`src/rtl/bmwrc_regs.vh`:
```
// Register offsets, field positions, reset values and timing constants of the mode controller.
`ifndef BMWRC_REGS_VH
`define BMWRC_REGS_VH

// Register byte offsets on the APB.
`define BMWRC_OFS_CTRL        8'h00
`define BMWRC_OFS_FLAGS       8'h04
`define BMWRC_OFS_STATUS      8'h08
`define BMWRC_OFS_DISPLAY     8'h0C

// Control register fields.
`define BMWRC_CTRL_SLEEP_BIT  0
`define BMWRC_CTRL_DISP_BIT   1
`define BMWRC_CTRL_ARM_BIT    2
`define BMWRC_CTRL_RES_BIT    3
`define BMWRC_CTRL_PRD_LSB    4
`define BMWRC_CTRL_PRD_MSB    6

// Flag register fields (write one to clear).
`define BMWRC_FLAG_LSB        4
`define BMWRC_FLAG_MSB        7

// Reset values.
`define BMWRC_RST_PRD         3'h0
`define BMWRC_RST_RES         1'h0
`define BMWRC_RST_SEG         16'h0000
`define BMWRC_RST_FLAGS       4'h0

// Clock rates.
`define BMWRC_CLK_HZ          20000000
`define BMWRC_RTC_HZ          32768
`define BMWRC_RTC_DIV         (`BMWRC_CLK_HZ / `BMWRC_RTC_HZ)

// Debounce clock: crystal divided by 1024.
`define BMWRC_DB_DIV_BITS     10

// Timing in crystal cycles and in milliseconds.
`define BMWRC_RESET_RTC_CYC   24'h001004
`define BMWRC_NOPWR_RTC_CYC   24'h000002
`define BMWRC_PWR_RTC_CYC     24'h001004
`define BMWRC_WT_SHORT_MS     2500
`define BMWRC_WT_LONG_MS      60000
`define BMWRC_WT_SHORT_TICKS  (`BMWRC_WT_SHORT_MS * `BMWRC_RTC_HZ / 1000)
`define BMWRC_WT_LONG_TICKS   (`BMWRC_WT_LONG_MS * `BMWRC_RTC_HZ / 1000)

`endif

```
`src/rtl/bmwrc_mode_ctrl.v`:
```
// Battery mode, wake and reset controller with its APB register slave.
`timescale 1ns/100ps
`include "bmwrc_regs.vh"

// Function
// RULE_01 - Display-only mode keeps MPU off while segment registers drive blinking pins.
// RULE_02 - Display-only mode ends only on power return, timer expiry or button.
// RULE_03 - Deep sleep keeps only oscillator and RTC; same three exits.
// RULE_04 - Reset pin high halts logic except RTC and clears all configuration.
// RULE_05 - With power, reset lasts 4100 RTC cycles, then run-enable rises, boot.
// RULE_06 - Without power, reset lasts 2 crystal cycles, then battery-active mode.
// RULE_07 - Power fault clears PLL-locked and enters battery-active mode if battery present.
// RULE_08 - After power returns, MPU held in reset 4100 cycles, then full power.
// RULE_09 - Power fault with no battery margin drops run-enable and enters deep sleep.
// RULE_10 - Battery-active to full power on PLL lock, flag raised, configuration kept.
// RULE_11 - Display-only or sleep to full power with configuration at reset values.
// RULE_12 - Watchdog becomes active whenever full-power mode is entered.
// RULE_13 - Button edge in low modes raises run-enable and button flag promptly.
// RULE_14 - Button debounced by a 32 Hz state machine rejecting short noise.
// RULE_15 - After a detected edge, button ignored until the MPU clears its flag.
// RULE_16 - Wake timer expiry in low modes raises run-enable and timer flag.
// RULE_17 - Timer counts in low modes; LSB one minute or 2.5 s, 1-7 LSBs.
// RULE_18 - Arm bit presets timer; it starts only on a low-mode request.
// RULE_19 - Software arms the timer at least three RTC cycles before requesting.
// RULE_20 - Timer reset and disarmed when the MPU wakes; software re-arms it.
// RULE_21 - Battery-active request bit enters its mode at once; only one acts.
// RULE_22 - Power-loss flag at bit 7, power-return flag at bit 6.
// RULE_23 - Sleep forced by low margin persists even when margin recovers.
// RULE_24 - Debounce clock is the crystal divided by 1024, running in every mode.
module bmwrc_mode_ctrl #(
  parameter [23:0] RESET_TICKS    = `BMWRC_RESET_RTC_CYC,
  parameter [23:0] PWR_TICKS      = `BMWRC_PWR_RTC_CYC,
  parameter [23:0] WT_SHORT_TICKS = `BMWRC_WT_SHORT_TICKS,
  parameter [23:0] WT_LONG_TICKS  = `BMWRC_WT_LONG_TICKS
) (
  // Clock and reset
  input  wire        ref_clk_in,
  input  wire        arst_n_in,
  // APB slave
  input  wire        psel_in,
  input  wire        penable_in,
  input  wire        pwrite_in,
  input  wire [7:0]  paddr_in,
  input  wire [31:0] pwdata_in,
  output reg  [31:0] prdata_out,
  output reg         pready_out,
  output reg         pslverr_out,
  // Pins from outside
  input  wire        reset_pin_in,
  input  wire        power_good_in,
  input  wire        battery_margin_ok_in,
  input  wire        pushbutton_input_in,
  // Mode outputs
  output reg  [2:0]  mode_out,
  output reg         run_enable_out,
  output reg         mpu_run_out,
  output reg         pll_locked_out,
  output reg         watchdog_enable_out,
  output reg  [7:0]  segment_drive_out
);

  localparam [2:0] MODE_RESET    = 3'h0;
  localparam [2:0] MODE_MISSION  = 3'h1;
  localparam [2:0] MODE_BROWNOUT = 3'h2;
  localparam [2:0] MODE_DISPLAY  = 3'h3;
  localparam [2:0] MODE_SLEEP    = 3'h4;
  localparam [2:0] MODE_PWAIT    = 3'h5;

  localparam [1:0] DB_LOW      = 2'h0;
  localparam [1:0] DB_ONE      = 2'h1;
  localparam [1:0] DB_HELD     = 2'h2;
  localparam [1:0] DB_WAIT_LOW = 2'h3;

  localparam       RTC_DIV_FULL = (`BMWRC_RTC_DIV) - 1;
  localparam [9:0] RTC_DIV_M1   = RTC_DIV_FULL[9:0];
  localparam [9:0] DB_WRAP    = {`BMWRC_DB_DIV_BITS{1'b1}};

  reg        rst_s1_ff, rst_n_ff, rtc_tick_ff, from_low_ff;
  reg        run_en_ff, mpu_run_ff, pll_ff, wdt_ff, res_ff, armed_ff;
  reg [3:0]  sync1_ff, sync2_ff, flags_ff;
  reg [9:0]  rtc_div_ff;
  reg [14:0] rtc_pre_ff;
  reg [2:0]  mode_ff, prev_mode_ff, prd_ff;
  reg [23:0] wait_ff, wt_cnt_ff;
  reg [15:0] seg_ff;
  reg [1:0]  db_ff;

  wire pin_high = sync2_ff[0];
  wire pwr_ok   = sync2_ff[1];
  wire battery_margin_ok   = sync2_ff[2];
  wire pb_level = sync2_ff[3];

  wire acc      = psel_in & penable_in;
  wire commit   = acc & pready_out;
  wire wr_en    = commit & pwrite_in & ~pin_high;
  wire ctrl_wr  = wr_en && (paddr_in == `BMWRC_OFS_CTRL);
  wire flag_wr  = wr_en && (paddr_in == `BMWRC_OFS_FLAGS);
  wire seg_wr   = wr_en && (paddr_in == `BMWRC_OFS_DISPLAY);
  wire req_slp  = ctrl_wr & pwdata_in[`BMWRC_CTRL_SLEEP_BIT];
  wire req_disp = ctrl_wr & pwdata_in[`BMWRC_CTRL_DISP_BIT];
  wire arm_set  = ctrl_wr & pwdata_in[`BMWRC_CTRL_ARM_BIT];
  wire [3:0] flag_clr = flag_wr ? pwdata_in[`BMWRC_FLAG_MSB:`BMWRC_FLAG_LSB] : 4'h0;

  wire tick32   = rtc_tick_ff && (rtc_pre_ff[9:0] == DB_WRAP);
  wire pb_det   = tick32 && (db_ff == DB_ONE) && pb_level;
  wire low_mode = (mode_ff == MODE_DISPLAY) || (mode_ff == MODE_SLEEP);
  wire wt_run   = armed_ff & low_mode;
  wire wt_exp   = wt_run && rtc_tick_ff && (wt_cnt_ff == 24'h000001);
  wire [23:0] rst_target = pwr_ok ? RESET_TICKS : `BMWRC_NOPWR_RTC_CYC;

  function [23:0] wt_preset;
    input       res;
    input [2:0] prd;
    reg   [47:0] prod;
    begin
      prod = {21'h000000, prd} * (res ? WT_LONG_TICKS : WT_SHORT_TICKS);
      wt_preset = prod[23:0];
    end
  endfunction

  // Reset release and pin synchronisers.
  always @(posedge ref_clk_in or negedge arst_n_in) begin
    if (!arst_n_in) begin
      rst_s1_ff <= 1'b0;
      rst_n_ff  <= 1'b0;
    end else begin
      rst_s1_ff <= 1'b1;
      rst_n_ff  <= rst_s1_ff;
    end
  end

  always @(posedge ref_clk_in or negedge rst_n_ff) begin
    if (!rst_n_ff) begin
      sync1_ff <= 4'h0;
      sync2_ff <= 4'h0;
    end else begin
      sync1_ff <= {pushbutton_input_in, battery_margin_ok_in, power_good_in, reset_pin_in};
      sync2_ff <= sync1_ff;
    end
  end

  // Crystal-rate tick and RTC prescaler; the reset pin does not stop them.
  always @(posedge ref_clk_in or negedge rst_n_ff) begin
    if (!rst_n_ff) begin
      rtc_div_ff  <= 10'h000;
      rtc_tick_ff <= 1'b0;
      rtc_pre_ff  <= 15'h0000;
    end else begin
      rtc_tick_ff <= (rtc_div_ff == RTC_DIV_M1);
      if (rtc_div_ff == RTC_DIV_M1) begin
        rtc_div_ff <= 10'h000;
      end else begin
        rtc_div_ff <= rtc_div_ff + 10'h001;
      end
      if (rtc_tick_ff) begin
        rtc_pre_ff <= rtc_pre_ff + 15'h0001; // RULE_24
      end
    end
  end

  // Button debouncer: two consecutive high samples at 32 Hz make an edge.
  // A glitch shorter than one sample interval can never be seen twice.
  always @(posedge ref_clk_in or negedge rst_n_ff) begin
    if (!rst_n_ff) begin
      db_ff <= DB_WAIT_LOW;
    end else if (pin_high) begin
      db_ff <= DB_WAIT_LOW;
    end else begin
      case (db_ff)
        DB_LOW: begin
          if (tick32 && pb_level) begin
            db_ff <= DB_ONE; // RULE_14
          end
        end
        DB_ONE: begin
          if (tick32) begin
            db_ff <= pb_level ? DB_HELD : DB_LOW; // RULE_14
          end
        end
        DB_HELD: begin
          if (!flags_ff[0]) begin
            db_ff <= DB_WAIT_LOW; // RULE_15
          end
        end
        default: begin
          if (tick32 && !pb_level) begin
            db_ff <= DB_LOW;
          end
        end
      endcase
    end
  end

  // Mode sequencer, configuration registers and wake timer.
  always @(posedge ref_clk_in or negedge rst_n_ff) begin
    if (!rst_n_ff) begin
      {mode_ff, prev_mode_ff, from_low_ff, wait_ff} <= {MODE_RESET, MODE_RESET, 25'h0000000};
      {run_en_ff, mpu_run_ff, pll_ff, wdt_ff, armed_ff} <= 5'h00;
      {res_ff, prd_ff, wt_cnt_ff} <= {`BMWRC_RST_RES, `BMWRC_RST_PRD, 24'h000000};
      {seg_ff, flags_ff} <= {`BMWRC_RST_SEG, `BMWRC_RST_FLAGS};
    end else if (pin_high) begin
      {mode_ff, prev_mode_ff, from_low_ff, wait_ff} <= {MODE_RESET, MODE_RESET, 25'h0000000};
      {run_en_ff, mpu_run_ff, pll_ff, wdt_ff, armed_ff} <= 5'h00;
      {res_ff, prd_ff, wt_cnt_ff} <= {`BMWRC_RST_RES, `BMWRC_RST_PRD, 24'h000000};
      {seg_ff, flags_ff} <= {`BMWRC_RST_SEG, `BMWRC_RST_FLAGS}; // RULE_04
    end else begin
      // Later assignments in this block set flags, so a set beats a clear.
      flags_ff <= flags_ff & ~flag_clr;
      if (ctrl_wr) begin
        res_ff <= pwdata_in[`BMWRC_CTRL_RES_BIT];
        prd_ff <= pwdata_in[`BMWRC_CTRL_PRD_MSB:`BMWRC_CTRL_PRD_LSB];
      end
      if (seg_wr) begin
        seg_ff <= pwdata_in[15:0];
      end
      if (arm_set) begin
        armed_ff  <= 1'b1; // RULE_18
        wt_cnt_ff <= wt_preset(pwdata_in[`BMWRC_CTRL_RES_BIT],
                               pwdata_in[`BMWRC_CTRL_PRD_MSB:`BMWRC_CTRL_PRD_LSB]);
      end else if (wt_run && rtc_tick_ff && (wt_cnt_ff != 24'h000000)) begin
        wt_cnt_ff <= wt_cnt_ff - 24'h000001; // RULE_17
      end

      case (mode_ff)
        MODE_RESET: begin
          if (rtc_tick_ff) begin
            if (wait_ff >= rst_target - 24'h000001) begin
              wait_ff    <= 24'h000000;
              {run_en_ff, mpu_run_ff, wdt_ff} <= 3'h7;
              if (pwr_ok) begin
                mode_ff <= MODE_MISSION; // RULE_05
                pll_ff  <= 1'b1;
              end else begin
                mode_ff <= MODE_BROWNOUT; // RULE_06
              end
            end else begin
              wait_ff <= wait_ff + 24'h000001;
            end
          end
        end
        MODE_MISSION: begin
          if (!pwr_ok) begin
            pll_ff      <= 1'b0; // RULE_07
            flags_ff[3] <= 1'b1; // RULE_22
            if (battery_margin_ok) begin
              mode_ff <= MODE_BROWNOUT; // RULE_07
            end else begin
              mode_ff    <= MODE_SLEEP; // RULE_09
              {run_en_ff, mpu_run_ff, wdt_ff} <= 3'h0;
            end
          end
        end
        MODE_BROWNOUT: begin
          if (pwr_ok) begin
            mode_ff      <= MODE_PWAIT;
            prev_mode_ff <= MODE_BROWNOUT;
            from_low_ff  <= 1'b0;
            wait_ff      <= 24'h000000;
            mpu_run_ff   <= 1'b0; // RULE_08
          end else if (!battery_margin_ok || req_slp || req_disp) begin
            // Sleep wins when both request bits arrive in one write.
            mode_ff    <= (!battery_margin_ok || req_slp) ? MODE_SLEEP : MODE_DISPLAY; // RULE_21 RULE_09
            {run_en_ff, mpu_run_ff, wdt_ff} <= 3'h0; // RULE_01
          end
        end
        MODE_DISPLAY, MODE_SLEEP: begin
          // Only these three events leave a low mode; margin recovery is not one.
          if (pwr_ok) begin
            mode_ff      <= MODE_PWAIT; // RULE_02 RULE_03 RULE_23
            prev_mode_ff <= mode_ff;
            from_low_ff  <= 1'b1;
            wait_ff      <= 24'h000000;
          end else if (pb_det || wt_exp) begin
            mode_ff    <= MODE_BROWNOUT; // RULE_02 RULE_03
            {run_en_ff, mpu_run_ff, wdt_ff} <= 3'h7; // RULE_13 RULE_16
            {armed_ff, wt_cnt_ff} <= 25'h0000000; // RULE_20
            {res_ff, prd_ff, seg_ff} <= {`BMWRC_RST_RES, `BMWRC_RST_PRD, `BMWRC_RST_SEG};
            if (pb_det) begin
              flags_ff[0] <= 1'b1; // RULE_13
            end
            if (wt_exp) begin
              flags_ff[1] <= 1'b1; // RULE_16
            end
          end
        end
        MODE_PWAIT: begin
          if (!pwr_ok) begin
            mode_ff    <= prev_mode_ff;
            mpu_run_ff <= (prev_mode_ff == MODE_BROWNOUT);
          end else if (rtc_tick_ff) begin
            if (wait_ff >= PWR_TICKS - 24'h000001) begin
              mode_ff     <= MODE_MISSION; // RULE_08 RULE_10 RULE_11
              pll_ff      <= 1'b1;
              flags_ff[2] <= 1'b1; // RULE_22
              {run_en_ff, mpu_run_ff, wdt_ff} <= 3'h7; // RULE_12
              {armed_ff, wt_cnt_ff} <= 25'h0000000; // RULE_20
              wait_ff     <= 24'h000000;
              if (from_low_ff) begin // RULE_11
                {res_ff, prd_ff, seg_ff} <= {`BMWRC_RST_RES, `BMWRC_RST_PRD, `BMWRC_RST_SEG};
              end
            end else begin
              wait_ff <= wait_ff + 24'h000001;
            end
          end
        end
        default: begin
          mode_ff <= MODE_RESET;
        end
      endcase
    end
  end

  // Registered outputs; segments blink at about 1 Hz from the prescaler.
  always @(posedge ref_clk_in or negedge rst_n_ff) begin
    if (!rst_n_ff) begin
      {mode_out, run_enable_out, mpu_run_out} <= {MODE_RESET, 2'h0};
      {pll_locked_out, watchdog_enable_out, segment_drive_out} <= 10'h000;
    end else begin
      mode_out            <= mode_ff;
      run_enable_out      <= run_en_ff;
      mpu_run_out         <= mpu_run_ff;
      pll_locked_out      <= pll_ff;
      watchdog_enable_out <= wdt_ff;
      if ((mode_ff == MODE_MISSION) || (mode_ff == MODE_BROWNOUT) ||
          (mode_ff == MODE_DISPLAY)) begin
        segment_drive_out <= seg_ff[7:0] & ~(seg_ff[15:8] & {8{rtc_pre_ff[14]}}); // RULE_01
      end else begin
        segment_drive_out <= 8'h00; // RULE_03
      end
    end
  end

  // APB slave: one wait state, data and error registered with pready.
  always @(posedge ref_clk_in or negedge rst_n_ff) begin
    if (!rst_n_ff) begin
      pready_out  <= 1'b0;
      pslverr_out <= 1'b0;
      prdata_out  <= 32'h00000000;
    end else begin
      pready_out <= acc & ~pready_out;
      if (acc && !pready_out) begin
        pslverr_out <= 1'b0;
        prdata_out  <= 32'h00000000;
        if (paddr_in == `BMWRC_OFS_CTRL) begin
          prdata_out[`BMWRC_CTRL_ARM_BIT] <= armed_ff;
          prdata_out[`BMWRC_CTRL_RES_BIT] <= res_ff;
          prdata_out[`BMWRC_CTRL_PRD_MSB:`BMWRC_CTRL_PRD_LSB] <= prd_ff;
        end else if (paddr_in == `BMWRC_OFS_FLAGS) begin
          prdata_out[`BMWRC_FLAG_MSB:`BMWRC_FLAG_LSB] <= flags_ff;
        end else if (paddr_in == `BMWRC_OFS_STATUS) begin
          prdata_out[8:0] <= {pb_level, battery_margin_ok, pwr_ok, pll_ff, mpu_run_ff, run_en_ff,
                              mode_ff};
        end else if (paddr_in == `BMWRC_OFS_DISPLAY) begin
          prdata_out[15:0] <= seg_ff;
        end else begin
          pslverr_out <= 1'b1;
        end
      end else begin
        pslverr_out <= 1'b0;
      end
    end
  end

endmodule

```
`config.mk`:
```
export PLATFORM = sky130hd
export DESIGN_NAME = bmwrc_mode_ctrl
export DESIGN_NICKNAME = d
export VERILOG_FILES = /design/src/rtl/bmwrc_mode_ctrl.v
export VERILOG_INCLUDE_DIRS = /design/src /design/src/rtl
export SDC_FILE = /design/constraint.sdc
export NUM_CORES = 1
export LEC_CHECK = 0
export BUFFER_PORTS_ARGS = -buffer_cell sky130_fd_sc_hd__buf_2
export CAP_MARGIN = 15
export CORE_ASPECT_RATIO = 0.8
export CORE_MARGIN = 1.5
export CORE_UTILIZATION = 25
export DETAILED_ROUTE_END_ITERATION = 10
export PLACE_DENSITY = 0.43
export SETUP_SLACK_MARGIN = 0.05
export SLEW_MARGIN = 15
export SYNTH_ARGS = -nofsm -noshare
export SYNTH_HDL_FRONTEND = slang
export SYNTH_SLANG_ARGS = --single-unit
```
`constraint.sdc`:
```
create_clock -name ref_clk_in -period 5 [get_ports ref_clk_in]
set_input_delay 1.25 -clock ref_clk_in [delete_from_list [all_inputs] [get_ports ref_clk_in]]
set_output_delay 1.25 -clock ref_clk_in [all_outputs]
set_load 0.03 [all_outputs]
```
## Yosys cells after proc, flatten, opt, wreduce, memory -nomap -nowiden

Cells that the tools add are included.

- Add/subtract/negate cells: 5
- $mul: 1
- Magnitude comparators: 2
- Eq/ne operators: 36
- Muxes and demuxes: 135
- Bitwise operators: 16
- Reductions and logical operators: 39

Operators with widths:

| cell | count |
|---|---|
| 2-to-1 mux 24 bit | 15 |
| 2-to-1 mux 16 bit | 9 |
| 2-to-1 mux 3 bit | 24 |
| case mux 24 bit (3 select lines) | 1 |
| inequality test 3 bit (second input constant) | 17 |
| 2-to-1 mux 1 bit | 50 |
| case mux 24 bit (2 select lines) | 1 |
| case mux 16 bit (2 select lines) | 1 |
| adder 24 x 1 -> 24 bit (second input constant) | 1 |
| == test 24 x 1 -> 1 bit (second input constant) | 1 |
| greater-or-equal comparator 24 x 13 -> 1 bit (second input constant) | 1 |
| greater-or-equal comparator 24 bit | 1 |
| multiplier 3 x 21 -> 24 bit | 1 |
| nonzero test 24 bit | 1 |
| subtractor 24 x 1 -> 24 bit (second input constant) | 1 |
| 2-to-1 mux 2 bit | 11 |
| 2-to-1 mux 21 bit | 1 |
| == test 10 bit (second input constant) | 2 |
| 2-to-1 mux 9 bit | 2 |
| AND 8 bit | 2 |
| == test 8 x 4 -> 1 bit (second input constant) | 2 |
| 2-to-1 mux 4 bit | 4 |
| 2-to-1 mux 8 bit | 2 |
| inequality test 4 bit (second input constant) | 4 |
| 44 further kinds | 79 |

- Bits in registers: 153
- Input bits: 49
- Output and inout port bits: 49
- Logic and storage cells: 263

## Depth between registers and ports, before layout

Gate-level depths: netlist (run 1).

- Depth after elaboration: 13
- Depth in mapped cells: 12
- Mapped depth without buffers: 12

## Worst setup path before layout (run 1)

No wires, ideal clock.

- Path kind: input-to-reg
- Start point: in paddr_in[5]
- End point: reg mode_ff[0]
- Setup time: 128 ps
- Data arrival time: 3262 ps
- Required time: 4872 ps
- Setup slack: 1610 ps
- Cell stages on the path: 6
- Buffers on the path: 0
- Cell sequence: or4_4 > nor4_4 > a2111oi_2 > nor4_4 > o41ai_2 > mux2_1

- Cells in the longest elaborated chain, start to end: 9
- Elaborated cells between the ends (all ways): 13
- Those cells by class: 1 x eq/ne; 5 x mux; 2 x bitwise; 5 x reduce/logical

Ends and longest elaborated chain:

| what | line | text |
|---|---|---|
| start, declared | bmwrc_mode_ctrl.v:43 | `input wire [7:0] paddr_in,` |
| logical NOT 8 bit (no line) * | n/a |  |
| logical AND 1 bit * | bmwrc_mode_ctrl.v:96 | `` wire ctrl_wr = wr_en && (paddr_in == `BMWRC_OFS_CTRL); `` |
| AND 1 bit | bmwrc_mode_ctrl.v:99 | `` wire req_slp = ctrl_wr & pwdata_in[`BMWRC_CTRL_SLEEP_BIT]; `` |
| logical OR 1 bit | bmwrc_mode_ctrl.v:260, bmwrc_mode_ctrl.v:262 |  |
| 2-to-1 mux 3 bit | bmwrc_mode_ctrl.v:262 | `mode_ff <= (!battery_margin_ok \|\| req_slp) ? MODE_SLEEP : MODE_DISPLAY;` |
| 2-to-1 mux 3 bit | bmwrc_mode_ctrl.v:260 | `end else if (!battery_margin_ok \|\| req_slp \|\| req_disp) begin` |
| 2-to-1 mux 3 bit | bmwrc_mode_ctrl.v:254 | `if (pwr_ok) begin` |
| case mux 3 bit (5 select lines) | bmwrc_mode_ctrl.v:224 | `case (mode_ff)` |
| 2-to-1 mux 3 bit | bmwrc_mode_ctrl.v:201 | `end else if (pin_high) begin` |
| end signal, assigned | bmwrc_mode_ctrl.v:197 | `{mode_ff, prev_mode_ff, from_low_ff, wait_ff} <= {MODE_RESET, MODE_RESET, 25'h0000000};` |
| end signal, assigned | bmwrc_mode_ctrl.v:202 | `{mode_ff, prev_mode_ff, from_low_ff, wait_ff} <= {MODE_RESET, MODE_RESET, 25'h0000000};` |
| end signal, assigned | bmwrc_mode_ctrl.v:262 |  |
| end, declared | bmwrc_mode_ctrl.v:83 | `reg [2:0] mode_ff, prev_mode_ff, prd_ff;` |

Mark *: on every way between the ends. The rest lies on a longest branch, timed or not. The select of a mux whose other input is x is not followed.
A chain may end at the register's enable or synchronous reset.

## Worst setup path in the final report (run 1)

- Start point: reg sync2_ff[1]
- End point: reg wait_ff[12]

- Cells in the longest elaborated chain, start to end: 7
- Elaborated cells between the ends (all ways): 10
- Those cells by class: 1 x add/sub; 1 x order compare; 2 x eq/ne; 5 x mux; 1 x reduce/logical

Ends and longest elaborated chain:

| what | line | text |
|---|---|---|
| start, declared | bmwrc_mode_ctrl.v:80 | `reg [3:0] sync1_ff, sync2_ff, flags_ff;` |
| start signal, assigned | bmwrc_mode_ctrl.v:138 | `sync2_ff <= sync1_ff;` |
| 2-to-1 mux 13 bit (no line) | n/a |  |
| subtractor 13 x 1 -> 14 bit | bmwrc_mode_ctrl.v:227 | `if (wait_ff >= rst_target - 24'h000001) begin` |
| greater-or-equal comparator 24 bit | bmwrc_mode_ctrl.v:227 |  |
| 2-to-1 mux 24 bit | bmwrc_mode_ctrl.v:227 |  |
| 2-to-1 mux 24 bit | bmwrc_mode_ctrl.v:226 | `if (rtc_tick_ff) begin` |
| case mux 24 bit (3 select lines) | bmwrc_mode_ctrl.v:224 |  |
| 2-to-1 mux 24 bit | bmwrc_mode_ctrl.v:201 |  |
| end signal, assigned | bmwrc_mode_ctrl.v:197 |  |
| end signal, assigned | bmwrc_mode_ctrl.v:202 |  |
| end signal, assigned | bmwrc_mode_ctrl.v:237 | `wait_ff <= wait_ff + 24'h000001;` |
| end, declared | bmwrc_mode_ctrl.v:84 | `reg [23:0] wait_ff, wt_cnt_ff;` |

Parallel ways exist; a longest one is shown, timed or not. The select of a mux whose other input is x is not followed.

==> impl_metrics.py, run 1 <==
metrics = {
    "yosys": {
        "synth_seq_area_share_pct": 48.7,
        "synth-async-reset-ratio_pct": 100,
        "synth_ff_type": "dfrtp_1",
        "ys_types": 70,
        "syn_avg_cell_area_um2": 9.67,
        "synth_edf_count": 0,
        "syn_inst": 814,
        "yosys_warnings": 0,
        "syn-cell-area_mm2": 0.00787,
        "yosys_register_bits": 153,
    },
    "global_routing": {
        "gr-usage-met2_pct": 17.8,
        "grt.busiest_layer": "met1",
        "grt_start_max_net_pins": 61,
        "grt_pass1_vias": 5847,
        "grt_util_met3_pct": 2.99,
        "gr-total-overflow": 0,
        "grtUsageTotal_pct": 12.7,
        "met1_usage_pct": 19.4,
        "grt_pass1_wl_um": 32700,
        "antenna_found_initial": 1,
    },
    "critical_path": {
        "cp-startpoint": "sync2_ff[1]",
        "r2r_cells": 7,
        "path_class": "reg2reg",
        "startpoint_type": "register",
        "cp.required_ns": 5.28,
        "r2r_end": "wait_ff[12]",
        "reg2reg_from": "sync2_ff[1]",
        "crit_fanout": 18,
        "end_kind": "register",
        "rrSetupSlack_ns": 1.57,
        "crit_arrival_ns": 3.71,
    },
    "detailed_routing": {
        "drc_errors": 0,
        "totalWireLength_um": 19900,
        "avgRoutedWirePerCell_um": 15.4,
        "drt_iter0_drc": 313,
        "vias_per_cell": 4.53,
        "ant_nets": 0,
        "vias": 5884,
        "drt_pass1_iterations": 6,
    },
    "pwr": {
        "vdd_drop_max_mv": 0.215,
        "power.leakage_nw": 4.21,
        "switching_share_pct": 31.7,
        "total_power_w": 0.00343,
        "pwr-share-comb_pct": 20.4,
        "clkPwrFrac_pct": 39.9,
        "p_int_w": 0.00235,
        "pwr-share-seq_pct": 39.8,
        "power_density_mw_per_mm2": 373,
        "p_sw_w": 0.00109,
    },
    "cts": {
        "path_clk_slew_ns": 0.06,
        "clockRootBuffer": "clkbuf_16",
        "cts_hold_buf": 0,
        "h-tree-depth": 4,
        "cts_made_buffers": 17,
        "cts_sinks": 153,
        "cts_tree": "built",
        "worstSkewPairLatency_ns": 0.43,
        "post_cts_buffers": 0,
        "cts_buffer_depth": 2,
        "cts-resized-gates": 0,
    },
    "final_layout": {
        "final_common_cell": "dfrtp_1",
        "drive_gt1_share_pct": 14.8,
        "postLayoutCoreUtil_pct": 30.0,
        "diodes": 0,
        "register_area_mm2": 0.00383,
        "fillers": 3270,
        "area_growth_syn_to_layout_pct": 17.1,
        "final_cell_mix": "dfrtp_1 (150), nand2_1 (100), nor2_1 (97)",
        "multi_input_area_mm2": 0.00376,
        "layout.nets": 940,
    },
    "floorplanning": {
        "initial_core_util_pct": 25.7,
        "die_h_um": 162,
        "die_area_mm2": 0.0326,
        "io_pins": 98,
        "num_rows": 57,
        "coreArea_mm2": 0.0307,
        "die_width_um": 201,
    },
    "placement": {
        "dp_hpwl_um": 14100,
        "gp_congestion": 0.763,
        "dp_slack_ns": 1.13,
        "port_buffers": 65,
    },
    "sta": {
        "slew_headroom_pct": 43.5,
        "holdWs_ns": 0.348,
        "grt_setup_unrepaired": "no",
        "period_needed_ns": 3.43,
        "worstMarginPinSlew_ns": 0.848,
        "slew_viol_final": 0,
        "setup_viol": 0,
        "timing.fmax_ghz": 0.291,
        "min_period_over_period_pct": 68.6,
        "hold_viol": 0,
        "setup_slack_ns": 1.57,
        "fin_skew_ns": 0.0124,
        "setup_tns_ns": 0,
    },
    "worst_hold_path": {
        "hold_path.class": "reg2reg",
        "hold_end": "sync2_ff[3]",
        "hp-start": "sync1_ff[3]",
        "min_path_cells": 0,
    },
    "outcome": {
        "status": "complete, no violations",
    },
    "job": {
        "drv_cap": 0,
    },
}
[metrics by stage]
stage | instance area [µm²] | std cells
final | 9210 | 1299
after global routing | 9210 | 1299
after CTS | 9200 | 1299
after detailed placement | 8580 | 1267
after global placement | 8580 | 1267
after floorplan | 7930 | 831
[final cells by class]
class	instances	area share [%]
multi-input combinational	604	40.8
tap	413	5.61
inverter	22	0.896
clock inverter	13	1.81
clock buffer	19	4.92
sequential	153	41.6
timing repair buffer	75	4.35
[cells in the mapped netlist, drive strengths merged, types with 21 or more instances]
| master | instances | area [µm²] |
|---|---|---|
| inv | 21 | 78.8 |
| xnor2 | 31 | 272 |
| dfrtp | 151 | 3780 |
| nand3 | 30 | 150 |
| a21oi | 38 | 190 |
| buf | 28 | 179 |
| clkbuf | 24 | 90.1 |
| xor2 | 26 | 228 |
| nand2 | 100 | 375 |
| nor2 | 99 | 379 |
| o21ai | 25 | 125 |
[how the worst max path moves through the flow]
stage                    end
3_5_place_dp   wt_cnt_ff[15]
3_3_place_gp   wt_cnt_ff[15]
2_1_floorplan       armed_ff
6_report         wait_ff[12]
4_1_cts          wait_ff[13]
5_1_grt          wait_ff[12]
[worst max-delay path, stage by stage, from the launching register on]
cell and delay [ns]:
dfrtp_1 0.77, clkinv_1 0.52, nor3_1 0.67, a211oi_1 0.11, buf_4 0.24, nor4b_1 0.72
xnor2_1 0.20, nor2_1 0.05
[kinds of logic after synthesis]
kind of cell / count (synthesis) / share of synthesized area [%]
AO/OA/AOI/OAI: 130 / 11.1
XOR/XNOR: 57 / 6.34
adder cells (fa/ha/maj): 18 / 2.96
buffers and inverters: 74 / 4.47
flip-flops: 153 / 48.7
multiplexers: 20 / 3.08
other: 2 / 0.0954
AND/OR/NAND/NOR: 360 / 23.2
[metal layers]
layer  vias to the layer above  part of all wire, %  routed length (µm)
met5                         -                    0                   0
met4                         0                 0.77                 154
met3                        13                  3.5                 698
met2                        81                   42                8300
met1                      2857                   54               10800
li1                       2933                    -                   -
[state kept, by name, indices dropped and copies added, names as in the netlist, 2 cells and up]
signal             cells
db_ff                  2
sync1_ff               4
mode_out               3
mode_ff                3
wait_ff               24
rtc_pre_ff            15
wt_cnt_ff             24
seg_ff                16
prdata_out            16
prev_mode_ff           3
flags_ff               4
prd_ff                 3
rtc_div_ff            10
segment_drive_out      8
sync2_ff               4
[power by group through the flow]
stage                     logic (W)  registers, W  clock network (W)
after floorplan            0.000467       0.00141                  0
after global placement     0.000702       0.00139                  0
after detailed placement   0.000700       0.00139                  0
after CTS                  0.000703       0.00137            0.00141
after global routing       0.000777       0.00138            0.00145
final                      0.000699       0.00136            0.00137
Note: power is estimated with default switching activity, not from simulation.
==> run 2: changes to the inputs <==
--- a/config.mk
+++ b/config.mk
@@ -12,7 +12,7 @@
 export CORE_MARGIN = 1.5
 export CORE_UTILIZATION = 25
 export DETAILED_ROUTE_END_ITERATION = 10
-export PLACE_DENSITY = 0.43
+export PLACE_DENSITY = 0.44
 export SETUP_SLACK_MARGIN = 0.05
 export SLEW_MARGIN = 15
 export SYNTH_ARGS = -nofsm -noshare
==> constraint.sdc (replaced) <==
create_clock -name ref_clk_in -period 2.88 [get_ports ref_clk_in]
set_input_delay 0.72 -clock ref_clk_in [delete_from_list [all_inputs] [get_ports ref_clk_in]]
set_output_delay 0.72 -clock ref_clk_in [all_outputs]
set_load 0.03 [all_outputs]
==> run 2 against run 1 <==
Routed wire length increased by 0.73%. Global-route usage about the same. Hold slack got worse by 0.28 ns. Register-to-register slack worse by 1.4 ns. Critical endpoint is now wt_cnt_ff[23]. Critical path depth unchanged. Via count up 2.0%.
==> impl_metrics.py, run 2 (synthesis results as in run 1) <==
metrics = {
    "sta": {
        "hold_viol": 0,
        "setup_slack_ns": 0.203,
        "holdWs_ns": 0.0681,
        "slew_viol_final": 0,
        "timing.fmax_ghz": 0.374,
        "worstMarginPinSlew_ns": 0.668,
        "min_period_over_period_pct": 93.0,
        "period_needed_ns": 2.68,
        "setup_tns_ns": 0,
        "slew_headroom_pct": 55.3,
        "fin_skew_ns": 0.00948,
        "setup_viol": 0,
        "grt_setup_unrepaired": "no",
    },
    "placement": {
        "port_buffers": 65,
        "dp_hpwl_um": 14300,
        "gp_congestion": 0.762,
        "dp_slack_ns": 0.0173,
    },
    "cts": {
        "path_clk_slew_ns": 0.07,
        "h-tree-depth": 4,
        "clockRootBuffer": "clkbuf_16",
        "cts_hold_buf": 0,
        "cts_tree": "built",
        "cts_sinks": 153,
        "cts_buffer_depth": 2,
        "worstSkewPairLatency_ns": 0.43,
        "cts_made_buffers": 17,
    },
    "pwr": {
        "switching_share_pct": 30.1,
        "p_sw_w": 0.00185,
        "clkPwrFrac_pct": 40.2,
        "power_density_mw_per_mm2": 639,
        "power.leakage_nw": 4.45,
        "vdd_drop_max_mv": 0.455,
        "p_int_w": 0.00429,
        "pwr-share-comb_pct": 21.1,
        "pwr-share-seq_pct": 38.7,
    },
    "final_layout": {
        "layout.nets": 981,
        "diodes": 0,
        "reg.largest.list": "wait_ff x24, wt_cnt_ff x24",
        "postLayoutCoreUtil_pct": 31.3,
        "final_common_cell": "dfrtp_1",
        "area_growth_syn_to_layout_pct": 22.1,
        "final_cell_mix": "dfrtp_1 (150), nand2_1 (100), nor2_1 (98)",
        "drive_gt1_share_pct": 18.3,
    },
    "global_routing": {
        "grt_util_met3_pct": 2.67,
        "grt.busiest_layer": "met1",
        "gr-usage-met2_pct": 18.2,
        "gr-total-overflow": 0,
        "grt_start_max_net_pins": 82,
        "met1_usage_pct": 19.1,
        "grt_pass1_wl_um": 32500,
        "grt_pass1_vias": 5813,
        "grtUsageTotal_pct": 12.7,
        "antenna_found_initial": 1,
    },
    "detailed_routing": {
        "vias_per_cell": 4.48,
        "drt_iter0_drc": 251,
        "drc_errors": 0,
        "totalWireLength_um": 20100,
        "avgRoutedWirePerCell_um": 15.0,
        "vias": 5999,
        "ant_nets": 0,
        "drt_pass1_iterations": 5,
    },
    "worst_hold_path": {
        "hold_path.class": "in2async",
    },
    "floorplanning": {
        "die_width_um": 201,
        "num_rows": 57,
        "die_h_um": 162,
        "io_pins": 98,
        "initial_core_util_pct": 25.7,
        "die_area_mm2": 0.0326,
        "coreArea_mm2": 0.0307,
    },
    "critical_path": {
        "cp.required_ns": 3.19,
        "crit_arrival_ns": 2.98,
        "crit_fanout": 9,
        "startpoint_type": "register",
        "end_kind": "register",
        "path_class": "reg2reg",
    },
    "outcome": {
        "status": "complete, no violations",
    },
    "job": {
        "drv_cap": 0,
    },
}
==> run 2: cell types whose count changed in the layout (fill, tap and decap cells not counted), sizes merged <==
| cell | delta |
|---|---|
| buf | +41 |
| bufinv | +2 |
| clkbuf | +1 |
| clkinvlp | -2 |
| inv | -1 |
==> run 2: final cells by class <==
cell class	instances	area, µm²
flip-flops and latches	153	3830
repair buffers	116	758
clock inverters	12	195
well taps	413	517
clock buffers	20	447
inverters	22	82.6
fillers	3240	21100
multi-input cells	604	3770
==> run 2: worst max-delay path, cell delays in order (launching register included) <==
cell and delay (ns):
dfrtp_1 0.42, or4_1 0.55, or3_1 0.41, buf_4 0.20, o31a_1 0.42, and3_1 0.26
a41oi_1 0.21, a21oi_1 0.09
==> run 2: final timing paths <==
kind,slack [ns],end,depth (start not counted),from
max reg2reg,0.20,wt_cnt_ff[23],7,wt_cnt_ff[2]
min reg2reg,0.35,rst_n_ff,0,rst_s1_ff
min,0.07,rst_n_ff,1,arst_n_in
min in group ref_clk_in,0.35,rst_n_ff,0,rst_s1_ff
max,0.20,wt_cnt_ff[23],7,wt_cnt_ff[2]
max in group asynchronous,2.11,db_ff[0],1,rst_n_ff
==> run 2: stage by stage <==
stage | cells | area, µm² | power, W
after floorplan | 831 | 7950 | 0.00327
after global placement | 1308 | 8950 | 0.00372
after detailed placement | 1308 | 8950 | 0.00372
after CTS | 1340 | 9600 | 0.00624
after global routing | 1340 | 9610 | 0.00644
final | 1340 | 9610 | 0.00614
==> run 2: power by group through the flow <==
stage          registers (W)  clock network, W  logic [W]
2_1_floorplan        0.00245                 0   0.000817
3_3_place_gp         0.00243                 0    0.00129
3_5_place_dp         0.00242                 0    0.00130
4_1_cts              0.00238           0.00255    0.00130
5_1_grt              0.00240           0.00263    0.00142
6_report             0.00238           0.00247    0.00129
==> run 2: repair_timing <==
item,in CTS,in global routing
setup buffers,0,0
endpoints found under the setup margin,0,3
resized for setup,0,2
==> run 2: routing by layer <==
metal  routed length [µm]  part of all wire [%]
met5                    0                     0
met4                  214                   1.1
met3                  823                   4.1
met2                 8210                    41
met1                10800                    54
==> run 3: changes to the inputs <==
--- a/config.mk
+++ b/config.mk
@@ -9,10 +9,10 @@
 export BUFFER_PORTS_ARGS = -buffer_cell sky130_fd_sc_hd__buf_2
 export CAP_MARGIN = 15
 export CORE_ASPECT_RATIO = 0.8
-export CORE_MARGIN = 1.5
+export CORE_MARGIN = 4
 export CORE_UTILIZATION = 25
 export DETAILED_ROUTE_END_ITERATION = 10
-export PLACE_DENSITY = 0.44
+export PLACE_DENSITY = 0.43
 export SETUP_SLACK_MARGIN = 0.05
 export SLEW_MARGIN = 15
 export SYNTH_ARGS = -nofsm -noshare
==> constraint.sdc (replaced) <==
create_clock -name ref_clk_in -period 3.4 [get_ports ref_clk_in]
set_input_delay 0.85 -clock ref_clk_in [delete_from_list [all_inputs] [get_ports ref_clk_in]]
set_output_delay 0.85 -clock ref_clk_in [all_outputs]
set_load 0.03 [all_outputs]
==> run 3 against run 2 <==
Final cell count fell by 1.4%. Cell area fell by 1.9%. Global-route usage down 0.63 points. Count of clock-buffer cells in the layout decreased by 1. Die area up 5.7%. Utilization shrank 0.58 points. Routed wire length increased by 0.17%. Power fell by 15%. Sequential share of layout area rose by 0.76 points. Maximum frequency down 7.9%. Via count decreased by 0.40%. Non-clock buffer count is 19 lower. Critical endpoint is now wt_cnt_ff[16]. Largest power group unchanged. Highest routed layer unchanged.
==> impl_metrics.py, run 3 (synthesis results as in run 1) <==
metrics = {
    "global_routing": {
        "gr-total-overflow": 0,
        "grt_pass1_vias": 5934,
        "grtUsageTotal_pct": 12.0,
        "grt_pass1_wl_um": 33100,
        "grt_start_max_net_pins": 54,
        "antenna_found_initial": 1,
    },
    "pwr": {
        "power.leakage_nw": 4.35,
        "clkPwrFrac_pct": 40.9,
        "pwr-share-comb_pct": 20.2,
        "p_sw_w": 0.00157,
        "switching_share_pct": 30.3,
        "vdd_drop_max_mv": 0.347,
        "pwr-share-seq_pct": 38.9,
        "power_density_mw_per_mm2": 550,
        "p_int_w": 0.00362,
    },
    "sta": {
        "timing.fmax_ghz": 0.344,
        "setup_tns_ns": 0,
        "grt_setup_unrepaired": "no",
        "period_needed_ns": 2.91,
        "worstMarginPinSlew_ns": 0.897,
        "holdWs_ns": 0.196,
        "slew_headroom_pct": 39.9,
        "fin_skew_ns": 0.0115,
        "min_period_over_period_pct": 85.5,
        "hold_viol": 0,
        "slew_viol_final": 0,
        "setup_viol": 0,
    },
    "placement": {
        "dp_hpwl_um": 14700,
        "port_buffers": 65,
        "gp_congestion": 0.759,
    },
    "final_layout": {
        "final_common_cell": "dfrtp_1",
        "drive_gt1_share_pct": 16.5,
        "area_growth_syn_to_layout_pct": 19.8,
        "reg.largest.list": "wait_ff x24, wt_cnt_ff x24",
        "diodes": 0,
        "final_cell_mix": "dfrtp_1 (150), nand2_1 (100), nor2_1 (98)",
        "layout.nets": 962,
    },
    "cts": {
        "post_cts_buffers": 0,
        "cts_tree": "built",
        "cts-resized-gates": 0,
        "cts_made_buffers": 17,
        "h-tree-depth": 4,
        "path_clk_slew_ns": 0.06,
        "cts_buffer_depth": 2,
        "cts_hold_buf": 0,
        "worstSkewPairLatency_ns": 0.43,
        "clockRootBuffer": "clkbuf_16",
        "cts_sinks": 153,
    },
    "detailed_routing": {
        "drc_errors": 0,
        "vias_per_cell": 4.52,
        "totalWireLength_um": 20100,
        "drt_pass1_iterations": 6,
        "vias": 5975,
        "ant_nets": 0,
        "drt_iter0_drc": 284,
        "avgRoutedWirePerCell_um": 15.2,
    },
    "floorplanning": {
        "die_area_mm2": 0.0344,
        "num_rows": 57,
        "die_width_um": 206,
        "io_pins": 98,
        "initial_core_util_pct": 25.7,
        "die_h_um": 167,
        "coreArea_mm2": 0.0307,
    },
    "critical_path": {
        "cpMaxStageDelayCell": "or4_1",
        "path_class": "reg2reg",
        "path_cells": "or4_1 > o41a_1 > o311ai_1 > o2bb2ai_1 > nand2b_1 > a211oi_1",
        "cp_top_family": "compound AO/OA/AOI/OAI gates",
        "crit_arrival_ns": 3.23,
        "cp.required_ns": 3.72,
        "critPathBufInv": 0,
        "slowest_delay_ns": 0.58,
        "end_kind": "register",
        "startpoint_type": "register",
        "crit_fanout": 11,
    },
    "outcome": {
        "status": "complete, no violations",
    },
    "job": {
        "drv_cap": 0,
    },
    "worst_hold_path": {
        "hold_path.class": "in2async",
    },
}
[run 3: routing by layer]
layer	part of all wire (%)	GRT usage [%]	up-vias
met1	52	18.5	2891
met2	44	17.2	86
met5	0	0	-
li1	-	-	2987
met4	0.74	2.75	0
met3	4.2	2.60	11
[run 3: power groups by stage]
stage	combinational [W]	clock [W]	sequential, W
after floorplan	0.000687	0	0.00208
after global placement	0.00105	0	0.00206
after detailed placement	0.00105	0	0.00206
after CTS	0.00106	0.00219	0.00203
after global routing	0.00117	0.00227	0.00204
final	0.00105	0.00212	0.00202
[run 3: area by class of cell]
class	count	area, µm²
Clock buffer	19	443
Tap cell	413	517
Sequential cell	153	3830
Fill cell	3194	21200
Inverter	22	82.6
Timing Repair Buffer	97	591
Clock inverter	13	213
Multi-Input combinational cell	604	3750
[run 3: worst reg2reg max path, delay by kind of cell, from the launching register on]
| kind | cells | cell delay [ns] |
|---|---|---|
| flops | 1 | 0.40 |
| simple gates | 2 | 0.89 |
| compound gates | 4 | 1.51 |
[run 3: through the flow]
stage	total power [W]	util, %	std cells	setup WS (ns)	instance area, µm²
after detailed placement	0.00311	28.6	1289	0.276	8770
after global routing	0.00547	30.8	1321	0.199	9430
after global placement	0.00311	28.6	1289	0.282	8770
after CTS	0.00527	30.8	1321	0.465	9430
final	0.00519	30.8	1321	0.494	9430
after floorplan	0.00277	-	831	0.410	7930
[run 3: path summary, 6_finish.rpt]
check                                  from  slack [ns]  cells past startpoint       endpoint
worst max-delay path             wait_ff[5]        0.49                      6  wt_cnt_ff[16]
worst min-delay path              arst_n_in        0.20                      1       rst_n_ff
worst max register to register   wait_ff[5]        0.49                      6  wt_cnt_ff[16]
worst min register to register  sync1_ff[3]        0.35                      0    sync2_ff[3]
max in group asynchronous          rst_n_ff        2.17                      1       db_ff[1]
min in group ref_clk_in         sync1_ff[3]        0.35                      0    sync2_ff[3]
